`config.mk`:
```
export PLATFORM = sky130hd
export DESIGN_NAME = port2_port3_function_mux
export DESIGN_NICKNAME = d
export VERILOG_FILES = /design/src/rtl/pin_function_pkg.sv /design/src/rtl/function_select_reg.sv /design/src/rtl/port2_port3_function_mux.sv
export SDC_FILE = /design/constraint.sdc
export NUM_CORES = 1
export LEC_CHECK = 0
export CORE_ASPECT_RATIO = 0.9
export CORE_MARGIN = 5
export CORE_UTILIZATION = 45
export DETAILED_ROUTE_END_ITERATION = 8
export DONT_BUFFER_PORTS = 1
export PLACE_DENSITY = 0.6
export SKIP_CTS_REPAIR_TIMING = 1
export SYNTH_ARGS = -nofsm -noshare
export SYNTH_HDL_FRONTEND = slang
export SYNTH_SLANG_ARGS = --single-unit
export TNS_END_PERCENT = 30
```
`constraint.sdc`:
```
create_clock -name sys_clk -period 1.75 [get_ports sys_clk]
set_input_delay 0.525 -clock sys_clk [delete_from_list [all_inputs] [get_ports sys_clk]]
set_output_delay 0.525 -clock sys_clk [all_outputs]
set_load 0.005 [all_outputs]
```
`src/rtl/pin_function_pkg.sv`:
```
// Register map and field layout of the port 2/3 pin function selectors
package pin_function_pkg;
  localparam int ADDR_WIDTH = 16;
  localparam int PIN_COUNT = 13;
  localparam logic [15:0] PORT2_PIN3_FUNCTION_SELECT = 16'ha073;
  localparam logic [15:0] PORT2_PIN4_FUNCTION_SELECT = 16'ha074;
  localparam logic [15:0] PORT2_PIN5_FUNCTION_SELECT = 16'ha075;
  localparam logic [15:0] PORT2_PIN6_FUNCTION_SELECT = 16'ha076;
  localparam logic [15:0] PORT2_PIN7_FUNCTION_SELECT = 16'ha077;
  localparam logic [15:0] PORT3_PIN0_FUNCTION_SELECT = 16'ha078;
  localparam logic [15:0] PORT3_PIN1_FUNCTION_SELECT = 16'ha079;
  localparam logic [15:0] PORT3_PIN2_FUNCTION_SELECT = 16'ha07a;
  localparam logic [15:0] PORT3_PIN3_FUNCTION_SELECT = 16'ha07b;
  localparam logic [15:0] PORT3_PIN4_FUNCTION_SELECT = 16'ha07c;
  localparam logic [15:0] PORT3_PIN5_FUNCTION_SELECT = 16'ha07d;
  localparam logic [15:0] PORT3_PIN6_FUNCTION_SELECT = 16'ha07e;
  localparam logic [15:0] PORT3_PIN7_FUNCTION_SELECT = 16'ha07f;
  localparam logic [7:0] FUNCTION_SELECT_RESET = 8'h00;
  localparam int GENERAL_IO_ROUTE_ENABLE_BIT = 0;
  localparam int PERIPHERAL_ROUTE_ENABLE_BIT = 1;
  localparam int VOLTAGE_DAC_OUT_ROUTE_ENABLE_BIT = 7;
  // Writable bits: bit 0 everywhere, bit 1 except on P2.6/P2.7, bit 7 on the two DAC pins
  localparam logic [7:0] MASK_GPIO_ONLY = 8'h01;
  localparam logic [7:0] MASK_PERIPHERAL = 8'h03;
  localparam logic [7:0] MASK_WITH_DAC = 8'h83;
  localparam logic [7:0] READ_UNMAPPED = 8'h00;
endpackage : pin_function_pkg

```
`src/rtl/function_select_reg.sv`:
```
// One byte-wide pin function select register with writable-bit mask
`timescale 1ns/10ps
module function_select_reg #(
  parameter logic [7:0] WRITE_MASK = 8'h01
) (
  input wire logic sys_clk,
  input wire logic rst_b,
  input wire logic write_hit,
  input wire logic [7:0] write_data,
  output logic [7:0] value
);
  always_ff @(posedge sys_clk or negedge rst_b) begin
    if (!rst_b) begin
      value <= pin_function_pkg::FUNCTION_SELECT_RESET; // RL2
    end else if (write_hit) begin
      // Unused bits never store, so they read back as zero
      value <= write_data & WRITE_MASK; // RL13
    end
  end
endmodule : function_select_reg

```
`src/rtl/port2_port3_function_mux.sv`:
```
// Pin function selection for port 2 pins 3-7 and port 3 pins 0-7
// Contract
// [RL1] Software sets at most one select bit
// [RL2] Every select register resets to zero
// [RL3] Thirteen byte registers decoded, read equals write
// [RL4] Bit 0 routes pin to GPIO
// [RL5] P2.3 bit 1: UART2 receive and interrupt
// [RL6] Bit 7 on P2.3/P3.2 drives DAC out
// [RL7] P2.4 bit 1: timer 2 trigger
// [RL8] P2.5 bit 1: timer 2 count input
// [RL9] Comparator inputs need zero select, analog pad
// [RL10] P3.0-P3.3 bit 1: counter array channels
// [RL11] P3.4 bit 1: slave chip select input
// [RL12] P3.5-P3.7 bit 1: SPI MOSI, MISO, clock
// [RL13] Unused bits read zero, writes ignored
// [RL14] All zero: pin left free for analog; pin_analog_free resets to zero while rst_b is low
`timescale 1ns/10ps
module port2_port3_function_mux (
  input wire logic sys_clk,
  input wire logic rst_b,
  input wire logic [15:0] reg_addr,
  input wire logic [7:0] reg_write_data,
  input wire logic reg_write,
  input wire logic reg_read,
  output logic [7:0] reg_read_data,
  output logic [12:0] general_io_route_enable,
  output logic second_uart_receive_route_enable,
  output logic pin_interrupt_group0_line3_route_enable,
  output logic [1:0] voltage_dac_out_route_enable,
  output logic timer2_trigger_route_enable,
  output logic timer2_count_input_route_enable,
  output logic counter_array_ch2_route_enable,
  output logic counter_array_ch3_route_enable,
  output logic counter_array_ch4_route_enable,
  output logic counter_array_ch5_route_enable,
  output logic spi_chip_select_route_enable,
  output logic spi_controller_out_route_enable,
  output logic spi_controller_in_route_enable,
  output logic spi_serial_clock_route_enable,
  output logic [12:0] pin_analog_free
);
  // Index 0 is port 2 pin 3, index 12 is port 3 pin 7
  logic [7:0] select [pin_function_pkg::PIN_COUNT];
  logic [7:0] next_select [pin_function_pkg::PIN_COUNT];
  logic [12:0] write_hit;
  logic [3:0] pin_index;
  logic addr_hit;
  logic [15:0] addr_offset;

  assign addr_offset =
    16'(reg_addr - pin_function_pkg::PORT2_PIN3_FUNCTION_SELECT);
  assign addr_hit =
    (reg_addr >= pin_function_pkg::PORT2_PIN3_FUNCTION_SELECT) &&
    (reg_addr <= pin_function_pkg::PORT3_PIN7_FUNCTION_SELECT); // RL3
  assign pin_index = addr_offset[3:0];

  genvar g;
  generate
    for (g = 0; g < pin_function_pkg::PIN_COUNT; g++) begin : g_pin
      // P2.6 and P2.7 have only the GPIO bit; P2.3 and P3.2 add the DAC
      localparam logic [7:0] MASK =
        (g == 3 || g == 4) ? pin_function_pkg::MASK_GPIO_ONLY :
        (g == 0 || g == 7) ? pin_function_pkg::MASK_WITH_DAC :
        pin_function_pkg::MASK_PERIPHERAL;
      assign write_hit[g] = reg_write && addr_hit &&
        (pin_index == 4'(g)); // RL3
      function_select_reg #(
        .WRITE_MASK(MASK)
      ) u_reg (
        .sys_clk(sys_clk),
        .rst_b(rst_b),
        .write_hit(write_hit[g]),
        .write_data(reg_write_data),
        .value(next_select[g])
      );
      assign select[g] = next_select[g];
    end
  endgenerate

  // Read data lasts one cycle per cycle of reg_read, zero otherwise
  always_ff @(posedge sys_clk or negedge rst_b) begin
    if (!rst_b) begin
      reg_read_data <= pin_function_pkg::READ_UNMAPPED;
    end else if (reg_read && addr_hit) begin
      reg_read_data <= select[pin_index]; // RL3
    end else begin
      reg_read_data <= pin_function_pkg::READ_UNMAPPED;
    end
  end

  // Routes are registered so outputs come from flip-flops; they trail
  // the register write by one cycle. Software owns exclusivity, so
  // conflicting bits are passed through rather than arbitrated. RL1
  always_ff @(posedge sys_clk or negedge rst_b) begin
    if (!rst_b) begin
      general_io_route_enable <= 13'h0000;
      pin_analog_free <= 13'h0000;
    end else begin
      for (int i = 0; i < pin_function_pkg::PIN_COUNT; i++) begin
        general_io_route_enable[i] <=
          next_select[i][pin_function_pkg::GENERAL_IO_ROUTE_ENABLE_BIT]; // RL4
        // Comparator pins rely on this plus the pad analog enable RL9
        pin_analog_free[i] <= (next_select[i] == 8'h00); // RL14
      end
    end
  end

  always_ff @(posedge sys_clk or negedge rst_b) begin
    if (!rst_b) begin
      second_uart_receive_route_enable <= 1'b0;
      pin_interrupt_group0_line3_route_enable <= 1'b0;
      voltage_dac_out_route_enable <= 2'h0;
      timer2_trigger_route_enable <= 1'b0;
      timer2_count_input_route_enable <= 1'b0;
    end else begin
      second_uart_receive_route_enable <=
        next_select[0][pin_function_pkg::PERIPHERAL_ROUTE_ENABLE_BIT]; // RL5
      pin_interrupt_group0_line3_route_enable <=
        next_select[0][pin_function_pkg::PERIPHERAL_ROUTE_ENABLE_BIT]; // RL5
      // Pad analog enable must also be set by software
      voltage_dac_out_route_enable[0] <= // RL6
        next_select[0][pin_function_pkg::VOLTAGE_DAC_OUT_ROUTE_ENABLE_BIT];
      voltage_dac_out_route_enable[1] <= // RL6
        next_select[7][pin_function_pkg::VOLTAGE_DAC_OUT_ROUTE_ENABLE_BIT];
      timer2_trigger_route_enable <=
        next_select[1][pin_function_pkg::PERIPHERAL_ROUTE_ENABLE_BIT]; // RL7
      timer2_count_input_route_enable <=
        next_select[2][pin_function_pkg::PERIPHERAL_ROUTE_ENABLE_BIT]; // RL8
    end
  end

  always_ff @(posedge sys_clk or negedge rst_b) begin
    if (!rst_b) begin
      counter_array_ch2_route_enable <= 1'b0;
      counter_array_ch3_route_enable <= 1'b0;
      counter_array_ch4_route_enable <= 1'b0;
      counter_array_ch5_route_enable <= 1'b0;
      spi_chip_select_route_enable <= 1'b0;
      spi_controller_out_route_enable <= 1'b0;
      spi_controller_in_route_enable <= 1'b0;
      spi_serial_clock_route_enable <= 1'b0;
    end else begin
      counter_array_ch2_route_enable <=
        next_select[5][pin_function_pkg::PERIPHERAL_ROUTE_ENABLE_BIT]; // RL10
      counter_array_ch3_route_enable <=
        next_select[6][pin_function_pkg::PERIPHERAL_ROUTE_ENABLE_BIT]; // RL10
      counter_array_ch4_route_enable <=
        next_select[7][pin_function_pkg::PERIPHERAL_ROUTE_ENABLE_BIT]; // RL10
      counter_array_ch5_route_enable <=
        next_select[8][pin_function_pkg::PERIPHERAL_ROUTE_ENABLE_BIT]; // RL10
      // Only meaningful while the SPI controller is a slave
      spi_chip_select_route_enable <=
        next_select[9][pin_function_pkg::PERIPHERAL_ROUTE_ENABLE_BIT]; // RL11
      spi_controller_out_route_enable <=
        next_select[10][pin_function_pkg::PERIPHERAL_ROUTE_ENABLE_BIT]; // RL12
      spi_controller_in_route_enable <=
        next_select[11][pin_function_pkg::PERIPHERAL_ROUTE_ENABLE_BIT]; // RL12
      spi_serial_clock_route_enable <=
        next_select[12][pin_function_pkg::PERIPHERAL_ROUTE_ENABLE_BIT]; // RL12
    end
  end
endmodule : port2_port3_function_mux
```
Word-level counts from Yosys, hierarchy flattened --
Cells that the tools add are included.
Word-level totals: output and inout port bits 48, register bits after elaboration 73, bits of input ports 28
Cells by class: order comparisons 3, muxes and demuxes 4, equality and inequality tests 12, bitwise operators 1, add/subtract/negate cells 1, reduce and logical (&&, ||, !) cells 30
Operators by type and width (number):
- $logic_not 8->1 | 13
- $bmux 8 s4 | 1
- $mux 8 | 3
- $eq 4x4->1 const B | 5
- $eq 4x3->1 const B | 4
- $ge 16x16->1 const B | 1
- $le 16x16->1 const B | 1
- $logic_and 1x1->1 | 16
- $eq 4x2->1 const B | 2
- $ge 5x5->1 const B | 1
- $not 4->5 | 1
- $eq 4x1->1 const B | 1
- $logic_not 4->1 | 1
- $sub 4x2->4 const B | 1

Longest topological paths before layout --
Gate-level depths: netlist (run 1).
depth after elaboration 6, gate-level depth with buffers 8, mapped depth without buffers 6

By module --
From an unflattened synthesis (run 1), not the netlist that was laid out.
Second synthesis, totals: cell total of the unflattened synthesis 367, area, all modules 4176.5 um^2
By module, submodules not included:
- port2_port3_function_mux | cells an instance 224, seq. area each 1176.1 um^2, area each 2591.2 um^2, instances 1
- function_select_reg (g_pin[10].u_reg ...) | cells an instance 11, seq. area each 50.0 um^2, area each 121.4 um^2, instances 9
- function_select_reg (g_pin[0].u_reg ...) | cells an instance 12, seq. area each 75.1 um^2, area each 150.1 um^2, instances 2
- function_select_reg (g_pin[3].u_reg ...) | cells an instance 10, seq. area each 25.0 um^2, area each 96.3 um^2, instances 2

Least setup slack after synthesis (run 1) --
No wires, ideal clock.
path type input port to flip-flop, start point input port reg_addr[10], end point register g_pin[6].u_reg.value[0], cell stages on the path 4, required time 1.625 ns, path slack -0.763 ns, data arrival time 2.388 ns, path through or4b_4 -> or4_4 -> a2111oi_2 -> mux2_2
On the way: longest elaborated chain between the ends 4, elaborated cells between the ends (all ways) 5, classes of those cells 2 x order compare; 3 x reduce/logical
Ends and longest elaborated chain:
- start, declared | line port2_port3_function_mux.sv:21 | input wire logic [15:0] reg_addr,
- $ge 16x16->1 / $le 16x16->1 (equally long branches) | line port2_port3_function_mux.sv:53, port2_port3_function_mux.sv:54
- $logic_and 1x1->1 (*) | line port2_port3_function_mux.sv:53 | (reg_addr >= pin_function_pkg::PORT2_PIN3_FUNCTION_SELECT) &&
- $logic_and 1x1->1 (*) (2 in a row) | line port2_port3_function_mux.sv:65 | assign write_hit[g] = reg_write && addr_hit &&
- end signal, assigned | line function_select_reg.sv:14 | value <= pin_function_pkg::FUNCTION_SELECT_RESET;
- end signal, assigned | line function_select_reg.sv:17 | value <= write_data & WRITE_MASK;
- end, declared | line function_select_reg.sv:10 | output logic [7:0] value
Mark *: on every way between the ends. The rest lies on a longest branch, timed or not. A chain may end at the register's enable or synchronous reset.

Worst setup path after layout (run 1) --
start point input port reg_addr[10], end point register g_pin[7].u_reg.value[1]
On the way: longest elaborated chain between the ends 4, elaborated cells between the ends (all ways) 5, classes of those cells 2 x order compare; 3 x reduce/logical
Ends and longest elaborated chain (line):
- $ge 16x16->1 / $le 16x16->1 (equally long branches) | port2_port3_function_mux.sv:53, port2_port3_function_mux.sv:54
- $logic_and 1x1->1 (*) | port2_port3_function_mux.sv:53
- $logic_and 1x1->1 (*) (2 in a row) | port2_port3_function_mux.sv:65
- end signal, assigned | function_select_reg.sv:14
- end signal, assigned | function_select_reg.sv:17
- end, declared | function_select_reg.sv:10
Marked as above.

==> metrics.md, run 1 <==
| Metric | Value |
|---|---|
| Mean number of vias per cell | `approximately 5.7` |
| Post-route antenna net violation count | `0` |
| Util after Layout | `between 50% and 60%` |
| Worst setup skew after layout | `roughly 0.0032 ns` |
| Hold crit path type | `input pin to async pin` |
| Post-Synthesis Cell Area | `about 0.0027 mm2` |
| DRC violation count after routing | `0` |
| Total Routed Length | `5590 um` |
| Share of the clock period used by the worst path | `124%` |
| TritonCTS clock tree | `yes` |
| Detailed router's first-iteration violation count | `56` |
| Main combinational cell family by area after synthesis | `multiplexers` |
| Die W | `about 92 um` |
| Number of fill cells | `about 500` |
| Primary flip-flop cell chosen by synthesis mapping | `dfrtp_1` |
| Antenna violations before repair | `0` |
| Largest net degree at the start of global routing | `about 70` |
| Last weighted congestion value of the routability-driven placer | `roughly 0.8` |
| Clock latency at the later pin of the worst-skew pair | `around 0.34 ns` |
| Tightest Pin Transition | `around 0.53 ns` |
| Ant diodes | `0` |
| Critical path peak fanout | `3` |
| Layout cells sized above 1 | `39.6%` |
| Compound-gate portion of the synthesized area | `approximately 7%` |
| Overall die area | `0.00770 mm2` |
| Cell count after synthesis | `195` |
| Worst hold margin | `-0.124 ns` |
| Crit start category | `input pin` |
| FP Rows | `26` |
| Leakage | `1.50 nW` |
| Via Count | `about 1,700` |
| Library cell with the largest summed area after synthesis | `dfrtp_1` |
| Most numerous cell in the Yosys netlist | `dfrtp_1` |
| Relative slew slack | `between 60% and 70%` |
| Post-synthesis area per instance | `roughly 14 um2` |
| Power density of the placed cells | `~900 mW/mm2` |
| Clock tree buffer depth | `2` |
| Initial cell density of the core | `47.0%` |
| Post-synth EDFFs | `0` |
| Worst setup slack after layout | `-0.428 ns` |
| Outcome | `finished with violations` |
| Number of search-and-repair iterations in the first detailed-routing pass | `4` |
| Global Route Usage Sum | `15.7%` |
| Number of input and output port buffers inserted | `0` |
| Number of hold violations in the final report | `68` |
| Flip-flop and latch area | `0.00170 mm2` |
| Violations in the final reports | `negative hold slack, negative setup slack` |
| Sequential share of the synthesized area | `62.5%` |
| Count of warnings emitted by yosys | `0` |
| CP Class | `input pin to register` |
| Pre-CTS setup slack | `-0.782 ns` |
| Vias in the first global route | `between 1,500 and 2,000` |
| Type of element capturing the critical path | `register` |
| Number of library cell types mapped by synthesis | `43` |
| XOR/XNOR Fraction of Synth Area | `less than 1%` |
| Cells taking the most area after synthesis | `dfrtp_1, mux2_2, mux4_2, ha_1, inv_1` |
| Synthesized-area fraction occupied by adder cells | `between 1.5 and 2%` |
| Basic-gate share of the synthesized area counting and, or, nand and nor cells | `8.97%` |
| Routed length per instance | `18.9 um` |
| Period minus WS final | `between 2 and 2.5 ns` |
| Commonest cells in the netlist | `dfrtp_1, mux2_2, inv_1, nor2_1, clkbuf_1` |
| Synthesis-stage register bit count | `just under 70` |
| Setup repair after global routing missed its margin | `true` |
| Max H-tree Level | `3` |
| FF-to-FF setup slack | `around 0.18 ns` |
| Clock buffer count from CTS | `9` |
| Top-area cell type share of the netlist area | `around 63%` |
| Fraction of synthesized area in multiplexers | `between 10% and 20%` |
| Area of the core region | `~0.0058 mm2` |
| Area of the multi-input gates | `0.00106 mm2` |
| Clock transition at the registers of the reported paths | `about 0.06 ns` |
| Endpoint required time on the critical path | `1.96 ns` |
| Async SR Flop Fraction | `100%` |
| Root buffer cell | `clkbuf_8` |
| Count of max-cap constraint violations | `0` |
| Area Growth Syn to Fin | `20.6%` |
| # IOs | `76` |
| Final max-slew violation count | `0` |
| CTS sink count | `68` |
| Highest attainable clock frequency | `0.459 GHz` |
| Total congestion overflow | `0` |
| Data arrival time of the worst path | `between 2 and 2.5 ns` |
| Die height | `roughly 84 um` |
| IR Drop Worst-Case VDD | `roughly 0.42 mV` |
| Detail Placement HPWL | `4080 um` |
| Setup violators final | `25` |
| Global-route wire length before repair | `around 9200 um` |
| NumNets Final | `about 250` |
==> per-layer routing <==
metal	share of wire (%)	GRT usage (%)	up-vias
met5	0	0	-
met4	2.0	6.61	0
met3	9.1	7.03	11
met2	49	24.7	69
met1	40	18.7	865
li1	-	-	747
==> worst max-delay path: stages <==
cell	delay, ns
or4b_4	0.52
or4_4	0.58
a2111o_1	0.43
mux2_1	0.34
==> cells in the final DEF, fill, tap and decap left out, types with 2 or more instances in the layout <==
cell,synthesis,routed
ha_1,4,3
a2111oi_4,1,3
nor4_4,0,2
buf_4,6,25
nand2_1,4,3
dfrtp_1,68,68
conb_1,1,5
clkbuf_8,0,11
nor3_1,5,5
o2111ai_2,0,2
mux2_4,0,4
mux4_2,4,4
nand4_1,3,3
mux2_2,23,19
nor2_1,13,13
a21oi_1,3,2
nor4_2,0,3
mux2_1,3,3
inv_1,13,13
or4b_4,2,2
==> power by group <==
group	switching (mW)	leakage (nW)	total [mW]	internal, mW
Sequential	0.000407	0.877	1.57	1.57
Combinational	0.0768	0.524	0.143	0.0659
Clock	0.504	0.0983	1.22	0.717
==> through the flow <==
step / power, mW / setup TNS, ns / instances / area (um2)
2_1_floorplan: 1.69 / -16.14 / 199 / 2760
3_3_place_gp: 1.72 / -17.46 / 281 / 2960
3_5_place_dp: 1.72 / -17.34 / 281 / 2960
4_1_cts: 2.95 / -7.23 / 295 / 3150
5_1_grt: 3.06 / -6.05 / 295 / 3280
6_report: 2.94 / -5.41 / 295 / 3280
==> worst paths after layout <==
path	cells after the start	to	start
worst min register to register	0	general_io_route_enable[1]	g_pin[1].u_reg.value[0]
max in group asynchronous	0	g_pin[12].u_reg.value[0]	rst_b
worst max register to register	4	reg_read_data[0]	g_pin[11].u_reg.value[0]
worst max-delay path	4	g_pin[7].u_reg.value[1]	reg_addr[10]
min in group sys_clk	1	g_pin[7].u_reg.value[7]	reg_write_data[7]
worst min-delay path	0	pin_analog_free[2]	rst_b
==> cell families after synthesis <==
kind of cell / Yosys count
other: 1
AOI/OAI and AO/OA: 21
DFF: 68
muxes: 31
buffers and inverters: 26
xor gates and xnor gates: 2
and+or+nand+nor: 42
adders and majority gates: 4
==> registers in the layout, summed over array words and instances, names as in the netlist <==
name	flops
voltage_dac_out_route_enable	2
spi_controller_out_route_enable	1
pin_interrupt_group0_line3_route_enable	1
timer2_count_input_route_enable	1
timer2_trigger_route_enable	1
spi_controller_in_route_enable	1
spi_chip_select_route_enable	1
g_pin.u_reg.value	26
spi_serial_clock_route_enable	1
counter_array_ch3_route_enable	1
counter_array_ch2_route_enable	1
reg_read_data	3
general_io_route_enable	13
pin_analog_free	13
counter_array_ch5_route_enable	1
counter_array_ch4_route_enable	1
==> area by class of cell <==
cell class | instances | share of cell area (%)
clock inverters | 2 | 1.07
inverters | 13 | 1.49
clock buffers | 12 | 4.73
well taps | 70 | 2.67
flip-flops and latches | 68 | 51.9
repair buffers | 25 | 5.72
multi-input cells | 105 | 32.5
Power figures use the tool's default switching activity.
==> run 2, diff against run 1 <==
--- a/config.mk
+++ b/config.mk
@@ -13,2 +13,3 @@
 export PLACE_DENSITY = 0.6
+export REMOVE_ABC_BUFFERS = 1
 export SKIP_CTS_REPAIR_TIMING = 1
==> constraint.sdc (replaced) <==
create_clock -name sys_clk -period 1.75 [get_ports sys_clk]
set_input_delay 0 -clock sys_clk [delete_from_list [all_inputs] [get_ports sys_clk]]
set_output_delay 0 -clock sys_clk [all_outputs]
set_load 0.005 [all_outputs]
==> run 2 against run 1 <==
The flow finishes with violations (negative hold slack). First-iteration DRC count increased by 63%. Critical endpoint is now g_pin[7].u_reg.value[0]. Non-clock buffer count decreased by 7. Sequential power about the same. Largest cell class unchanged. Final cell count decreased by 1.7%. Die area unchanged. Flip-flop and latch count unchanged. Clock skew about the same. Routed wire length increased by 1.3%. Clock power about the same. Final area decreased by 4.8%.
==> metrics.md, run 2 (synthesis gave the netlist of run 1 again) <==
| Metric | Value |
|---|---|
| Outcome | `finished with violations (unchanged)` |
| Violations in the final reports | `negative hold slack (was negative hold slack, negative setup slack)` |
| Root buffer cell | `clkbuf_8 (unchanged)` |
| Design Power | `2.94 mW (about the same)` |
| Global Route Usage Sum | `15.4% (was 15.7%)` |
| TritonCTS clock tree | `yes (unchanged)` |
| Endpoint required time on the critical path | `1.98 ns (was 1.96 ns)` |
| Worst setup slack after layout | `0.0583 ns (was -0.428 ns)` |
| DRC violation count after routing | `0 (unchanged)` |
| Area of placed instances | `0.00283 mm2 (was 0.00296 mm2)` |
| Fraction of met1 tracks used by global routing | `18.7% (about the same)` |
| Part of the power in registers | `53.4% (was 53.6%)` |
| Period minus WS final | `1.69 ns (was 2.18 ns)` |
| Number of search-and-repair iterations in the first detailed-routing pass | `4 (unchanged)` |
| FF-to-FF setup slack | `0.18 ns (about the same)` |
| Leakage | `1.45 nW (was 1.50 nW)` |
| Hold crit path type | `input pin to register (was input pin to async pin)` |
| Routed length per instance | `19.5 um (was 18.9 um)` |
| Total congestion overflow | `0 (unchanged)` |
| Net switching power of the design | `671 uW (was 581 uW)` |
| # IOs | `76 (unchanged)` |
| Power density of the placed cells | `942 mW/mm2 (was 896 mW/mm2)` |
| Clock buffer count from CTS | `9 (unchanged)` |
| Antenna violations before repair | `1 (was 0)` |
| Highest attainable clock frequency | `0.591 GHz (was 0.459 GHz)` |
| Comb power frac | `5.2% (was 4.9%)` |
| Total Routed Length | `5660 um (was 5590 um)` |
| Layout cells sized above 1 | `26.9% (was 39.6%)` |
| Critical path peak fanout | `3 (unchanged)` |
| Cell internal pwr | `2.27 mW (was 2.36 mW)` |
| R2R depth | `4 (unchanged)` |
| Final design area excluding fillers | `0.00312 mm2 (was 0.00328 mm2)` |
| Number of fill cells | `499 (was 494)` |
| Most Crowded Layer GR | `met2 (unchanged)` |
| Pre-CTS setup slack | `-0.352 ns (was -0.782 ns)` |
| Initial cell density of the core | `47.0% (unchanged)` |
| Worst setup skew after layout | `0.00304 ns (was 0.00318 ns)` |
| Clock latency at the later pin of the worst-skew pair | `0.34 ns (about the same)` |
| Area Growth Syn to Fin | `14.7% (was 20.6%)` |
| Largest register by flop count | `g_pin.u_reg.value (unchanged)` |
| Most frequent standard cell in the layout excluding fill and tap cells | `dfrtp_1 (unchanged)` |
| Max reg flops | `26 (unchanged)` |
| Clock power share | `41.4% (was 41.6%)` |
| Tightest Pin Transition | `0.673 ns (was 0.526 ns)` |
| Last weighted congestion value of the routability-driven placer | `0.815 (was 0.799)` |
| Setup repair after global routing missed its margin | `false (was true)` |
| Worst hold margin | `-0.0750 ns (was -0.124 ns)` |
| Detail Placement HPWL | `3860 um (was 4080 um)` |
| Switch share | `22.8% (was 19.8%)` |
| Highest-count cells in the layout ignoring fill and taps | `dfrtp_1, mux2_2, inv_1, nor2_1, buf_4 (was dfrtp_1, buf_4, mux2_2)` |
| Number of hold violations in the final report | `1 (was 68)` |
| Data arrival time of the worst path | `1.92 ns (was 2.39 ns)` |
| Vias in the first global route | `1,716 (was 1,778)` |
| Die W | `92.0 um (unchanged)` |
| Area of the core region | `0.00579 mm2 (unchanged)` |
| CP Class | `input pin to register (unchanged)` |
| Detailed router's first-iteration violation count | `91 (was 56)` |
| Crit start category | `input pin (unchanged)` |
| Mean number of vias per cell | `5.66 (was 5.74)` |
| Clock tree buffer depth | `2 (unchanged)` |
| FP Rows | `26 (unchanged)` |
| Fraction of met2 tracks used by global routing | `22.9% (was 24.7%)` |
| Largest net degree at the start of global routing | `69 (unchanged)` |
| Setup violators final | `0 (was 25)` |
| Global-route wire length before repair | `8970 um (was 9230 um)` |
| Number of cells on the worst hold path | `3` |
| Met3 routing resource usage after global routing | `7.84% (was 7.03%)` |
| Biggest registers after layout | `g_pin.u_reg.value: 26 flops, general_io_route_enable: 13 flops, pin_analog_free: 13 flops (unchanged)` |
| Count of max-cap constraint violations | `0 (unchanged)` |
| Final max-slew violation count | `0 (unchanged)` |
| Max H-tree Level | `3 (unchanged)` |
| Post-route antenna net violation count | `0 (unchanged)` |
| NumNets Final | `247 (was 254)` |
| Type of element capturing the critical path | `register (unchanged)` |
| Number of input and output port buffers inserted | `0 (unchanged)` |
| Relative slew slack | `54.9% (was 64.6%)` |
| CTS sink count | `68 (unchanged)` |
| Via Count | `1,641 (was 1,692)` |
| Share of the clock period used by the worst path | `96.7% (was 124%)` |
| Clock transition at the registers of the reported paths | `0.07 ns (was 0.06 ns)` |
| Overall die area | `0.00770 mm2 (unchanged)` |
| Die height | `83.8 um (unchanged)` |
| IR Drop Worst-Case VDD | `0.369 mV (was 0.416 mV)` |
## run 2: final cells by class
type	count	area, um2	share of cell area [%]
Tap cell	70	87.6	2.81
Clock buffer	10	128	4.09
Timing Repair Buffer	18	173	5.53
Sequential cell	68	1700	54.5
Antenna cell	1	2.50	0.0802
Clock inverter	5	53.8	1.72
Multi-Input combinational cell	105	927	29.7
Inverter	13	48.8	1.56
## run 2: power by group through the flow
stage | combinational (mW) | clock [mW] | sequential (mW)
floorplan | 0.0683 | 0 | 1.60
global placement | 0.0870 | 0 | 1.60
detailed placement | 0.0893 | 0 | 1.60
CTS | 0.0895 | 1.25 | 1.57
global route | 0.169 | 1.32 | 1.57
finish | 0.153 | 1.22 | 1.57
## run 2: metal layers
| layer | share of wire, % | vias to the layer above |
|---|---|---|
| li1 | - | 730 |
| met1 | 41 | 835 |
| met2 | 48 | 66 |
| met3 | 9.6 | 10 |
| met4 | 1.7 | 0 |
| met5 | 0 | - |
## run 2: critical path: stages
cell	delay, ns
or4b_4	0.52
or4_4	0.58
a2111o_1	0.48
mux2_1	0.34
## run 2: final timing paths
check / from / to
hold reg to reg: g_pin[1].u_reg.value[1] / timer2_trigger_route_enable
setup / recovery: reg_addr[10] / g_pin[7].u_reg.value[0]
min in group asynchronous: rst_b / pin_analog_free[1]
max in group asynchronous: rst_b / pin_analog_free[4]
setup reg to reg: g_pin[10].u_reg.value[0] / reg_read_data[0]
hold / removal: reg_addr[0] / reg_read_data[7]
## run 2: through the flow
step / util [%] / TNS (ns) / hold WS [ns] / cells
6_report: 53.9 / 0 / -0.0750 / 290
5_1_grt: 53.9 / 0 / 0.000933 / 290
4_1_cts: 52.0 / 0 / -0.666 / 281
3_5_place_dp: 48.8 / -2.94 / -0.293 / 266
3_3_place_gp: 48.8 / -3.55 / -0.293 / 266
2_1_floorplan: - / -2.14 / -0.296 / 186
==> run 3, diff against run 2 <==
- clock period: 1.75 -> 2.2 ns (I/O delays scaled with it)
==> run 3 against run 2 <==
The flow now finishes without violations. Via count barely moved. Flip-flop and latch count unchanged. Clock power fell by 22%. Clock-buffer cell count increased by 1. Final area fell by 1.6%. Worst hold slack improved by 0.092 ns. Sequential share of layout area up 0.89 points. Highest routed layer unchanged.
==> metrics.md, run 3 (synthesis gave the netlist of run 1 again) <==
| Metric | Value |
|---|---|
| # IOs | `76 (unchanged)` |
| Power density of the placed cells | `754 mW/mm2 (was 942 mW/mm2)` |
| Largest net degree at the start of global routing | `69 (unchanged)` |
| Period minus WS final | `roughly 1.8 ns` |
| Global Route Usage Sum | `15.2% (was 15.4%)` |
| Antenna violations before repair | `2 (was 1)` |
| NumNets Final | `241 (was 247)` |
| Area of placed instances | `0.00278 mm2 (was 0.00283 mm2)` |
| Endpoint of the worst hold-timing path | `g_pin[1].u_reg.value[1] (was reg_read_data[7])` |
| Final design area excluding fillers | `0.00307 mm2 (was 0.00312 mm2)` |
| Vias in the first global route | `1,659 (was 1,716)` |
| Max reg flops | `26 (unchanged)` |
| Clock buffer count from CTS | `9 (unchanged)` |
| CP Class | `input pin to register (unchanged)` |
| Number of hold violations in the final report | `0 (was 1)` |
| Clock tree buffer depth | `2 (unchanged)` |
| Highest attainable clock frequency | `about 0.56 GHz` |
| Data arrival time of the worst path | `2.00 ns (was 1.92 ns)` |
| Pre-CTS setup slack | `0.0661 ns (was -0.352 ns)` |
| Overall die area | `0.00770 mm2 (unchanged)` |
| Outcome | `complete, no violations (was finished with violations)` |
| Type of element capturing the critical path | `register (unchanged)` |
| Worst setup skew after layout | `0.00539 ns (was 0.00304 ns)` |
| Number of search-and-repair iterations in the first detailed-routing pass | `4 (unchanged)` |
| Area Growth Syn to Fin | `12.9% (was 14.7%)` |
| Relative slew slack | `60.3% (was 54.9%)` |
| Layout cells sized above 1 | `24.3% (was 26.9%)` |
| Mean number of vias per cell | `5.74 (was 5.66)` |
| Total congestion overflow | `0 (unchanged)` |
| Global-route wire length before repair | `8820 um (was 8970 um)` |
| Die W | `92.0 um (unchanged)` |
| FF-to-FF setup slack | `0.67 ns (was 0.18 ns)` |
| Number of cells on the worst hold path | `2 (was 3)` |
| Post-route antenna net violation count | `0 (unchanged)` |
| Leakage | `1.42 nW (was 1.45 nW)` |
| Setup TNS Final | `0 ns (unchanged)` |
| TritonCTS clock tree | `yes (unchanged)` |
| Final max-slew violation count | `0 (unchanged)` |
| Hold crit path type | `input pin to register (unchanged)` |
| Number of input and output port buffers inserted | `0 (unchanged)` |
| Startpoint of the worst-slack reg-to-reg timing path | `g_pin[12].u_reg.value[1] (was g_pin[10].u_reg.value[0])` |
| Detail Placement HPWL | `3900 um (was 3860 um)` |
| Reg2Reg Capture Point | `reg_read_data[1] (was reg_read_data[0])` |
| Design Power | `2.32 mW (was 2.94 mW)` |
| Via Count | `1,642 (was 1,641)` |
| Area of the core region | `0.00579 mm2 (unchanged)` |
| Cell type of the slowest stage on the worst timing path | `or4_4 (unchanged)` |
| Crit start category | `input pin (unchanged)` |
| Routed length per instance | `19.4 um (was 19.5 um)` |
| Detailed router's first-iteration violation count | `71 (was 91)` |
| Total Routed Length | `5540 um (was 5660 um)` |
| CTS sink count | `68 (unchanged)` |
| Last weighted congestion value of the routability-driven placer | `0.854 (was 0.815)` |
| Setup violators final | `0 (unchanged)` |
| Worst stage delay on the critical path | `0.57 ns (was 0.58 ns)` |
| Number of fill cells | `500 (was 499)` |
| Tightest Pin Transition | `0.581 ns (was 0.673 ns)` |
| Worst hold margin | `0.0166 ns (was -0.0750 ns)` |
| Setup repair after global routing missed its margin | `false (unchanged)` |
| Most frequent standard cell in the layout excluding fill and tap cells | `dfrtp_1 (unchanged)` |
| Highest-count cells in the layout ignoring fill and taps | `dfrtp_1, mux2_2, inv_1, nor2_1, clkbuf_8 (was dfrtp_1, mux2_2, inv_1, nor2_1, buf_4)` |
| Largest register by flop count | `g_pin.u_reg.value (unchanged)` |
| Count of max-cap constraint violations | `0 (unchanged)` |
| Initial cell density of the core | `47.0% (unchanged)` |
| IR Drop Worst-Case VDD | `0.336 mV (was 0.369 mV)` |
| DRC violation count after routing | `0 (unchanged)` |
| Share of the clock period used by the worst path | `about 81%` |
| Worst setup slack after layout | `0.426 ns (was 0.0583 ns)` |
| Clock transition at the registers of the reported paths | `0.07 ns (about the same)` |
| Startpoint of the tightest hold check path | `reg_write (was reg_addr[0])` |
| Endpoint required time on the critical path | `2.42 ns (was 1.98 ns)` |
| Critical path peak fanout | `4 (was 3)` |
| FP Rows | `26 (unchanged)` |
| Die height | `83.8 um (unchanged)` |
| Root buffer cell | `clkbuf_8 (unchanged)` |
| Clock latency at the later pin of the worst-skew pair | `0.34 ns (about the same)` |
| Max H-tree Level | `3 (unchanged)` |
| Biggest registers after layout | `g_pin.u_reg.value: 26 flops, general_io_route_enable: 13 flops, pin_analog_free: 13 flops (unchanged)` |
| R2R depth | `4 (unchanged)` |
| Sequence of cells on the critical path | `or4b_4 -> or4_4 -> a2111oi_2 -> mux2_2 (was or4b_4 -> or4_4 -> a2111o_1 -> mux2_1)` |
run 3: cell types whose count changed in the layout (fill, tap and decap cells not counted), sizes merged:
cell,before,now
clkinvlp,0,1
buf,11,4
diode,1,2
clkbuf,10,11
dlygate4sd3,7,8
clkinv,4,3
run 3: area by class of cell:
| class | instances | area, um2 | area share, % |
|---|---|---|---|
| flip-flops and latches | 68 | 1700 | 55.4 |
| multi-input cells | 105 | 915 | 29.8 |
| clock buffers | 11 | 131 | 4.28 |
| repair buffers | 12 | 130 | 4.24 |
| well taps | 70 | 87.6 | 2.85 |
| clock inverters | 5 | 52.6 | 1.71 |
| inverters | 13 | 48.8 | 1.59 |
| diodes | 2 | 5.00 | 0.163 |
run 3: critical path: cells and delay by family:
kind | cells | cell delay [ns]
compound gates | 1 | 0.48
mux | 1 | 0.40
simple gates | 2 | 1.11
run 3: per-stage QoR:
stage / util, % / std cells
finish: 53.0 / 286
global route: 53.0 / 286
floorplan: - / 186
detailed placement: 47.9 / 259
CTS: 51.1 / 275
global placement: 47.9 / 259
run 3: routing by layer:
layer | vias up | wire [um] | track usage [%]
li1 | 725 | - | -
met1 | 843 | 2270 | 17.7
met2 | 67 | 2670 | 23.9
met3 | 7 | 518 | 6.67
met4 | 0 | 73 | 7.29
met5 | - | 0 | 0
run 3: report_power, final:
part | internal [mW] | switching (mW)
logic | 0.0392 | 0.0758
clock network | 0.517 | 0.434
registers | 1.25 | 0.000329
run 3: how the worst max path moves through the flow:
stage,from,endpoint,slack (ns),cells past startpoint
floorplan,reg_addr[10],g_pin[6].u_reg.value[0],0.21,4
global placement,reg_addr[10],g_pin[6].u_reg.value[1],0.15,4
detailed placement,reg_addr[10],g_pin[6].u_reg.value[0],0.07,4
CTS,reg_addr[10],g_pin[6].u_reg.value[0],0.43,4
global route,reg_addr[10],g_pin[6].u_reg.value[0],0.36,4
finish,reg_addr[10],g_pin[6].u_reg.value[0],0.43,4
